<file path="config.mk">
export PLATFORM = sky130hd
export DESIGN_NAME = atsb_channel
export DESIGN_NICKNAME = d
export VERILOG_FILES = /design/src/core/atsb_sync.v /design/src/core/atsb_edge.v /design/src/core/atsb_channel.v
export VERILOG_INCLUDE_DIRS = /design/src /design/src/core
export SDC_FILE = /design/constraint.sdc
export NUM_CORES = 1
export LEC_CHECK = 0
export BUFFER_PORTS_ARGS = -buffer_cell sky130_fd_sc_hd__buf_2
export CAP_MARGIN = 15
export CORE_UTILIZATION = 42
export CTS_CLUSTER_DIAMETER = 60
export DETAILED_ROUTE_END_ITERATION = 8
export PLACE_DENSITY = 0.57
export SETUP_SLACK_MARGIN = 0.02
export SLEW_MARGIN = 10
export SYNTH_ARGS = -nofsm -noshare
export SYNTH_HDL_FRONTEND = slang
export SYNTH_SLANG_ARGS = --single-unit
</file>
<file path="constraint.sdc">
create_clock -name clk -period 4.9 [get_ports clk]
set_input_delay 0.245 -clock clk [delete_from_list [all_inputs] [get_ports clk]]
set_output_delay 0.245 -clock clk [all_outputs]
set_load 0.01 [all_outputs]
</file>
<file path="src/core/atsb_defs.vh">
// Constants for the addressed two-line serial bus channel.
// Assumes inclusion by the channel modules; definitions only.
`ifndef ATSB_DEFS_VH
`define ATSB_DEFS_VH
// Register addresses on the plain register port
`define ATSB_ADDR_SHIFT 3'h0
`define ATSB_ADDR_MODE 3'h1
`define ATSB_ADDR_SLAVE 3'h2
`define ATSB_ADDR_BUSCTRL 3'h3
`define ATSB_ADDR_PORT 3'h4
// Mode register bit positions
`define ATSB_MODE_EN 7
`define ATSB_MODE_MATCH 6
`define ATSB_MODE_WUP 5
`define ATSB_MODE_LINESEL 0
// Bus control register bit positions
`define ATSB_BC_RELEASE_TRIGGER 0
`define ATSB_BC_COMMAND_TRIGGER 1
`define ATSB_BC_RELEASE_DETECTED 2
`define ATSB_BC_COMMAND_DETECTED 3
`define ATSB_BC_ACK_DETECTED 6
`define ATSB_BC_XFER 7
// Port register bit positions
`define ATSB_PORT_LATCH_A 0
`define ATSB_PORT_LATCH_B 1
`define ATSB_PORT_DIR_A 2
`define ATSB_PORT_DIR_B 3
// Reset values
`define ATSB_RST_BYTE 8'h00
`define ATSB_RST_PORT 8'h0C
// Bits per transfer and clock count of the flag edge
`define ATSB_BITS 4'h8
`define ATSB_FLAG_CLK 4'h9
`endif

</file>
<file path="src/core/atsb_sync.v">
// Two flip-flop synchroniser for a group of pin inputs.
// Assumes the inputs come from outside the clk domain.
`timescale 1ns/100ps
module atsb_sync #(
  parameter WIDTH = 3
) (
  // Clock and reset
  input wire clk,
  input wire rst,
  // Raw and synchronised levels
  input wire [WIDTH-1:0] rawIn,
  output reg [WIDTH-1:0] syncOut
);
  reg [WIDTH-1:0] stage1;

  // First stage feeds only the second
  always @(posedge clk or posedge rst) begin
    if (rst) begin
      stage1 <= {WIDTH{1'b1}};
      syncOut <= {WIDTH{1'b1}};
    end else begin
      stage1 <= rawIn;
      syncOut <= stage1;
    end
  end
endmodule // atsb_sync

</file>
<file path="src/core/atsb_edge.v">
// Edge finder on a synchronised level.
// Assumes its input is already in the clk domain.
`timescale 1ns/100ps
module atsb_edge (
  // Clock and reset
  input wire clk,
  input wire rst,
  // Level in, edge pulses out
  input wire level,
  output wire rise,
  output wire fall,
  output reg prev
);
  // Previous level for comparison
  always @(posedge clk or posedge rst) begin
    if (rst) begin
      prev <= 1'b1;
    end else begin
      prev <= level;
    end
  end

  assign rise = level & ~prev;
  assign fall = ~level & prev;
endmodule // atsb_edge

</file>
<file path="src/core/atsb_channel.v">
// Addressed two-line serial bus channel, slave-clocked device end.
// Assumes an external master drives the serial clock line and that
// both data lines are open drain with a pull-up outside.
// Function
// - Shift register captures real bus level
// - Match flag compares slave address, shift
// - Output bit set on falling clock, MSB first out
// - Sample data line on rising clock
// - Master addresses a slave before commands
// - Write starts transfer only when enabled, idle
// - Enabling after write does not start transfer
// - Wake-up select keeps data output released
// - Busy write retained until line is ready
// - Stop after eight bits, set transfer flag
// - Data change with clock high decoded
// - Rise sets release, fall sets command
// - Ninth clock flag, address gated under wake-up
// - Low on ninth clock is acknowledge
`timescale 1ns/100ps
`include "atsb_defs.vh"
module atsb_channel #(
  parameter BITS = 8
) (
  // Clock and reset
  input wire clk,
  input wire rst,
  // Register port
  input wire [2:0] regAddr,
  input wire [7:0] regWrData,
  input wire regWr,
  input wire regRd,
  output reg [7:0] regRdData,
  // Serial clock line input
  input wire serialClkLine,
  // Data bus line a, open drain
  input wire dataBusLineAIn,
  output wire dataBusLineAOut,
  output wire dataBusLineAOe,
  // Data bus line b, open drain
  input wire dataBusLineBIn,
  output wire dataBusLineBOut,
  output wire dataBusLineBOe,
  // Transfer interrupt request
  output wire xferIrq
);
  localparam ST_IDLE = 2'h0;
  localparam ST_WAIT = 2'h1;
  localparam ST_SHIFT = 2'h2;
  localparam ST_TAIL = 2'h3;

  reg [1:0] state;
  reg [7:0] serialShiftReg;
  reg [7:0] slaveAddrReg;
  reg channelEnableBit;
  reg wakeupSelect;
  reg lineSel;
  reg txOutputLatch;
  reg releaseDetected;
  reg commandDetected;
  reg ackDetected;
  reg xferIrqFlag;
  reg portLatchA;
  reg portLatchB;
  reg portDirBitA;
  reg portDirBitB;
  reg addrPending;
  reg [3:0] bitCount;
  wire [2:0] syncLines;
  wire sclk;
  wire sdaA;
  wire sdaB;
  wire sda;
  wire sclkRise;
  wire sclkFall;
  wire sclkPrev;
  wire sdaRise;
  wire sdaFall;
  wire sdaPrev;
  wire addrMatchFlag;
  wire shiftWrite;
  wire lineIdle;
  wire txDrive;
  wire [7:0] modeRead;
  wire [7:0] busCtrlRead;
  wire [7:0] portRead;

  // Pins pass two flip-flops before use
  atsb_sync #(
    .WIDTH(3)
  ) uSync (
    .clk(clk),
    .rst(rst),
    .rawIn({serialClkLine, dataBusLineBIn, dataBusLineAIn}),
    .syncOut(syncLines)
  );

  assign sclk = syncLines[2];
  assign sdaB = syncLines[1];
  assign sdaA = syncLines[0];
  assign sda = lineSel ? sdaB : sdaA;

  // Serial clock edges
  atsb_edge uClkEdge (
    .clk(clk),
    .rst(rst),
    .level(sclk),
    .rise(sclkRise),
    .fall(sclkFall),
    .prev(sclkPrev)
  );

  // Selected data line edges
  atsb_edge uDataEdge (
    .clk(clk),
    .rst(rst),
    .level(sda),
    .rise(sdaRise),
    .fall(sdaFall),
    .prev(sdaPrev)
  );

  // Comparator, forced low while disabled
  assign addrMatchFlag = channelEnableBit & (slaveAddrReg == serialShiftReg);
  assign shiftWrite = regWr && (regAddr == `ATSB_ADDR_SHIFT);
  // Idle whenever the serial clock is high
  assign lineIdle = sclk;
  assign xferIrq = xferIrqFlag;

  // Register writes and mode bits
  always @(posedge clk or posedge rst) begin
    if (rst) begin
      slaveAddrReg <= `ATSB_RST_BYTE;
      channelEnableBit <= 1'b0;
      wakeupSelect <= 1'b0;
      lineSel <= 1'b0;
      portLatchA <= 1'b0;
      portLatchB <= 1'b0;
      portDirBitA <= 1'b1;
      portDirBitB <= 1'b1;
    end else if (regWr) begin
      if (regAddr == `ATSB_ADDR_MODE) begin
        channelEnableBit <= regWrData[`ATSB_MODE_EN];
        wakeupSelect <= regWrData[`ATSB_MODE_WUP];
        lineSel <= regWrData[`ATSB_MODE_LINESEL];
      end else if (regAddr == `ATSB_ADDR_SLAVE) begin
        slaveAddrReg <= regWrData;
      end else if (regAddr == `ATSB_ADDR_PORT) begin
        portLatchA <= regWrData[`ATSB_PORT_LATCH_A];
        portLatchB <= regWrData[`ATSB_PORT_LATCH_B];
        portDirBitA <= regWrData[`ATSB_PORT_DIR_A];
        portDirBitB <= regWrData[`ATSB_PORT_DIR_B];
      end
    end
  end

  // Transfer engine, shift register and output latch
  always @(posedge clk or posedge rst) begin
    if (rst) begin
      state <= ST_IDLE;
      serialShiftReg <= `ATSB_RST_BYTE;
      txOutputLatch <= 1'b1;
      bitCount <= 4'h0;
    end else if (!channelEnableBit) begin
      state <= ST_IDLE;
      txOutputLatch <= 1'b1;
      bitCount <= 4'h0;
      if (shiftWrite) begin
        serialShiftReg <= regWrData;
      end
    end else begin
      // Bus control triggers drive the output latch between bytes
      if (regWr && (regAddr == `ATSB_ADDR_BUSCTRL) && state == ST_IDLE) begin
        if (regWrData[`ATSB_BC_RELEASE_TRIGGER]) begin
          txOutputLatch <= 1'b1;
        end else if (regWrData[`ATSB_BC_COMMAND_TRIGGER]) begin
          txOutputLatch <= 1'b0;
        end
      end
      case (state)
        ST_IDLE: begin
          if (shiftWrite) begin
            serialShiftReg <= regWrData;
            bitCount <= 4'h0;
            state <= (lineIdle && sda) ? ST_SHIFT : ST_WAIT;
          end
        end
        ST_WAIT: begin
          if (shiftWrite) begin
            serialShiftReg <= regWrData;
          end else if (sda && sclk) begin
            state <= ST_SHIFT;
          end
        end
        ST_SHIFT: begin
          if (sclkFall) begin
            txOutputLatch <= serialShiftReg[BITS-1];
          end else if (sclkRise) begin
            serialShiftReg <= {serialShiftReg[BITS-2:0], sda};
            bitCount <= bitCount + 4'h1;
            if (bitCount == `ATSB_BITS - 4'h1) begin
              state <= ST_TAIL;
            end
          end
        end
        default: begin
          // Release line after eighth bit, wait for ninth clock
          if (sclkFall) begin
            txOutputLatch <= 1'b1;
          end else if (sclkRise) begin
            bitCount <= 4'h0;
            state <= ST_IDLE;
          end
        end
      endcase
    end
  end

  // Ninth rising clock of a byte
  wire ninthRise = (state == ST_TAIL) && sclkRise && channelEnableBit;
  wire condValid = channelEnableBit && sclk && sclkPrev;

  // Bus condition and status flags; hardware set wins over clear
  always @(posedge clk or posedge rst) begin
    if (rst) begin
      releaseDetected <= 1'b0;
      commandDetected <= 1'b0;
      ackDetected <= 1'b0;
      xferIrqFlag <= 1'b0;
      addrPending <= 1'b0;
    end else begin
      if (regWr && (regAddr == `ATSB_ADDR_BUSCTRL)) begin
        if (!regWrData[`ATSB_BC_XFER]) begin
          xferIrqFlag <= 1'b0;
        end
        if (!regWrData[`ATSB_BC_ACK_DETECTED]) begin
          ackDetected <= 1'b0;
        end
      end
      if (!channelEnableBit) begin
        releaseDetected <= 1'b0;
        commandDetected <= 1'b0;
        ackDetected <= 1'b0;
        addrPending <= 1'b0;
      end else if (condValid && sdaRise) begin
        releaseDetected <= 1'b1;
        commandDetected <= 1'b0;
        addrPending <= 1'b1;
      end else if (condValid && sdaFall) begin
        commandDetected <= 1'b1;
      end else if (ninthRise) begin
        // Low data on ninth clock is acknowledge
        if (!sda) begin
          ackDetected <= 1'b1;
        end
        addrPending <= 1'b0;
        if (!wakeupSelect) begin
          xferIrqFlag <= 1'b1;
        end else if (addrPending && releaseDetected && commandDetected) begin
          if (addrMatchFlag) begin
            xferIrqFlag <= 1'b1;
          end else begin
            releaseDetected <= 1'b0;
          end
        end
      end
    end
  end

  // Open-drain drive: pull low only when port latch and output latch are both low
  assign txDrive = channelEnableBit && !wakeupSelect && !txOutputLatch;
  assign dataBusLineAOut = 1'b0;
  assign dataBusLineBOut = 1'b0;
  assign dataBusLineAOe = !portDirBitA && !portLatchA && txDrive && !lineSel;
  assign dataBusLineBOe = !portDirBitB && !portLatchB && txDrive && lineSel;

  // Read views of the registers
  assign modeRead = {channelEnableBit, addrMatchFlag, wakeupSelect, 4'h0, lineSel};
  assign busCtrlRead = {xferIrqFlag, ackDetected, 2'h0, commandDetected,
    releaseDetected, 2'h0};
  assign portRead = {4'h0, portDirBitB, portDirBitA, sdaB, sdaA};

  // Read data one cycle after the strobe
  always @(posedge clk or posedge rst) begin
    if (rst) begin
      regRdData <= `ATSB_RST_BYTE;
    end else if (regRd) begin
      if (regAddr == `ATSB_ADDR_SHIFT) begin
        regRdData <= serialShiftReg;
      end else if (regAddr == `ATSB_ADDR_MODE) begin
        regRdData <= modeRead;
      end else if (regAddr == `ATSB_ADDR_SLAVE) begin
        regRdData <= slaveAddrReg;
      end else if (regAddr == `ATSB_ADDR_BUSCTRL) begin
        regRdData <= busCtrlRead;
      end else if (regAddr == `ATSB_ADDR_PORT) begin
        regRdData <= portRead;
      end else begin
        regRdData <= `ATSB_RST_BYTE;
      end
    end
  end
endmodule // atsb_channel

</file>
==> results.toml <==
[floorplanning]
std_cell_rows = 28
die_area_mm2 = 0.00668
core_area_mm2 = 0.00603
start_util_pct = 44.3
ios = 31
dieHeight_um = 81.8
die_x_um = 81.8

[sta]
finalHoldViolCount = 0
final_critical_delay_including_setup_and_external_delays_ns = 2.21
report.final.slew_viol_count = 0
totalNegativeSetupSlack_ns = 0
timing.fmax_mhz = 452
skew_final_ns = 0.00736
timing.slew.headroom_pct = 43.6
final.period_utilization_pct = 45.2
setup-violations-final = 0
timing_worst_slew_pin_value_ns = 0.844
rsz0062_at_grt = "false"

[clock_network]
worst_setup_hold_path_clk_slew_ns = 0.10
cts-resized-gates = 0
number_of_h_tree_levels = 2
clock_latency_ns = 0.31
post-cts-setup-buffer-count = 0
clock_tree_from_tritoncts = "built"
cts_num_sinks = 51
largest_buffer_count_on_any_clock_path = 2
cts.root.buffer_cell = "sky130_fd_sc_hd__clkbuf_8"
cts_buf_count = 5
cts_hold_buffers = 0

[flow_run]
count_of_maximum_capacitance_violations = 0

[critical_path]
timing.critical_path.max_delay_family = "simple AND/OR/NAND/NOR gates"
worst-path-max-fanout = 11
timing.critical_path.buf_inv = 2
worst_path_largest_cell_delay_ns = 0.51
setup.worst_path.class = "reg2out"
worstPathRequired_ns = 4.66
timing.critical_path.cells = "inv_1, or3_1, nor4b_1, buf_2"
critical_path_end_type = "primary output"
critical_path_s_slowest_cell = "sky130_fd_sc_hd__dfrtp_1"
start_kind = "flip-flop"
data_arrival_critical_path_ns = 1.97

[layout]
final_common_cell = "sky130_fd_sc_hd__dfrtp_1"
final_layout_size_suffix_gt1_share_pct = 25.5
area_growth_pct = 11.4
register_area_mm2 = 0.00129
multi_input_comb_area_mm2 = 0.00127
n_diodes = 0
final_util_pct = 49.4
mostFrequentLayoutCells = "40 x sky130_fd_sc_hd__dfrtp_1, 28 x sky130_fd_sc_hd__buf_2, 21 x sky130_fd_sc_hd__nand2_1, 20 x sky130_fd_sc_hd__mux2_2"
number_of_nets_in_the_layout = 309
fill_cells = 553

[outcome]
status = "complete, no violations"

[global_routing]
grt_max_degree = 52
first_pass_grt_wire_length_um = 9940
grt.overflow.total = 0
grt_antenna_before_repair = 0
track_usage_pct = 20.1
via_count_of_the_first_global_routing_pass = 1939

[yosys]
ys_async_sr_fraction_pct = 100
ys_top_cells_by_area = "sky130_fd_sc_hd__dfrtp_1 37%, sky130_fd_sc_hd__dfstp_2 11%, sky130_fd_sc_hd__mux2_2 8.4%, sky130_fd_sc_hd__mux2i_1 4.5%, sky130_fd_sc_hd__a21oi_1 3.2%"
synth_edf_count = 0
netlist_area_before_placement_mm2 = 0.00267
postSynthAreaPerCell_um2 = 10.2
yosys.area.top_type_share_pct = 37.5
synth.distinct_cells = 51
yosysWarningCount = 0
cell_type_with_the_highest_aggregate_area_in_the_netlist = "sky130_fd_sc_hd__dfrtp_1"
synthFlopType = "sky130_fd_sc_hd__dfrtp_1"
synth-seq-cells = 51
synth-seq-area-share_pct = 48.3
syn_inst = 261

[route]
drt_first_pass_iters = 4
drc_errors = 0
drt-total-wl_um = 6030
post_drt_via_cell_ratio = 5.52
detail_route.iter0.violations = 204
route.vias.total = 1994
ant_nets = 0
wire_per_inst_um = 16.7

[placement]
placement.io_buffers = 28
gpl.final_weighted_congestion = 0.861
hpwlAfterDp_um = 4480

[power_and_ir_drop]
power.switching_uw = 317
swShare_pct = 29.4
vdd_drop_max_uv = 216
combinationalPowerShare_pct = 19.2
power.clock.fraction_pct = 29.0
power.static_leakage_nw = 1.37
power.internal_uw = 760
power.density_mw_per_mm2 = 362
seqPwrFrac_pct = 51.8

[hold_path]
min_path_type = "in2reg"
-- registers in the layout, summed over array words and instances (netlist names) --
| register | flops |
|---|---|
| addrPending | 1 |
| ackDetected | 1 |
| serialShiftReg | 8 |
| uSync.stage1 | 3 |
| state | 2 |
| regRdData | 8 |
| portLatchB | 1 |
| uDataEdge.prev | 1 |
| commandDetected | 1 |
| xferIrq | 1 |
| channelEnableBit | 1 |
| portDirBitA | 1 |
| lineSel | 1 |
| wakeupSelect | 1 |
| slaveAddrReg | 8 |
| bitCount | 4 |
| releaseDetected | 1 |
| portDirBitB | 1 |
| uClkEdge.prev | 1 |
| portLatchA | 1 |
| txOutputLatch | 1 |
| uSync.syncOut | 3 |
-- power groups by stage --
stage          Clock (mW)  Combinational (mW)  Sequential (mW)
6_report            0.312               0.207            0.558
5_1_grt             0.334               0.234            0.568
4_1_cts             0.321               0.210            0.558
3_5_place_dp            0               0.209            0.567
3_3_place_gp            0               0.206            0.565
2_1_floorplan           0               0.156            0.546
-- metal layers --
metal	routed length, um	track usage, %
met4	72	5.44
met1	2900	29.4
met2	2790	30.3
met5	0	0
met3	259	3.89
-- final timing paths --
kind | from | to | slack, ns | depth (start not counted)
setup / recovery | channelEnableBit$_DFFE_PP0P_ | dataBusLineBOe | 2.69 | 4
hold / removal | dataBusLineAIn | uSync.stage1[0]$_DFF_PP1_ | 0.03 | 1
setup reg to reg | state[1]$_DFFE_PP0P_ | serialShiftReg[2]$_DFFE_PP0P_ | 2.71 | 6
hold reg to reg | uSync.stage1[2]$_DFF_PP1_ | uSync.syncOut[2]$_DFF_PP1_ | 0.36 | 0
max in group asynchronous | rst | serialShiftReg[7]$_DFFE_PP0P_ | 4.37 | 3
min in group asynchronous | rst | commandDetected$_DFFE_PP0P_ | 0.10 | 3
-- cell type report --
class	count	area share (%)
well taps	75	3.15
multi-input cells	184	42.7
repair buffers	29	4.96
clock buffers	6	2.77
flip-flops and latches	51	43.3
clock inverters	2	1.30
inverters	14	1.77
-- logic make-up after synthesis --
kind of cell	Yosys count	share of synthesized area, %
compound gates	57	13.1
xor+xnor	8	2.62
fa+ha+maj	6	2.81
buf+inv	27	4.26
flops	51	48.3
mux	33	13.9
other cells	1	0.140
simple gates	78	14.8
-- synth_stat cells (all sizes together) (7+ instances only) --
cell type,number
nand3,11
clkbuf,7
nand2,21
xnor2,7
mux2,20
dfstp,11
dfrtp,40
o21ai,20
inv,14
nor2,18
a21oi,17
mux2i,12
-- per-stage QoR --
stage | instances | power, mW | cell area [um^2] | setup slack (ns) | hold WS, ns
2_1_floorplan | 262 | 0.702 | 2680 | 3.09 | 0.249
5_1_grt | 361 | 1.14 | 2980 | 2.54 | 0.0192
6_report | 361 | 1.08 | 2980 | 2.69 | 0.0312
3_5_place_dp | 353 | 0.775 | 2860 | 2.75 | 0.348
3_3_place_gp | 353 | 0.771 | 2860 | 2.81 | 0.346
4_1_cts | 361 | 1.09 | 2980 | 2.67 | 0.0205
-- worst reg2reg max path: stages (launching register included) --
cell,delay [ns]
sky130_fd_sc_hd__dfrtp_1,0.43
sky130_fd_sc_hd__inv_1,0.12
sky130_fd_sc_hd__ha_1,0.29
sky130_fd_sc_hd__or2_1,0.28
sky130_fd_sc_hd__a21oi_1,0.18
sky130_fd_sc_hd__a2bb2oi_2,0.59
sky130_fd_sc_hd__o21ai_1,0.17
(Power assumes the default switching activity.)
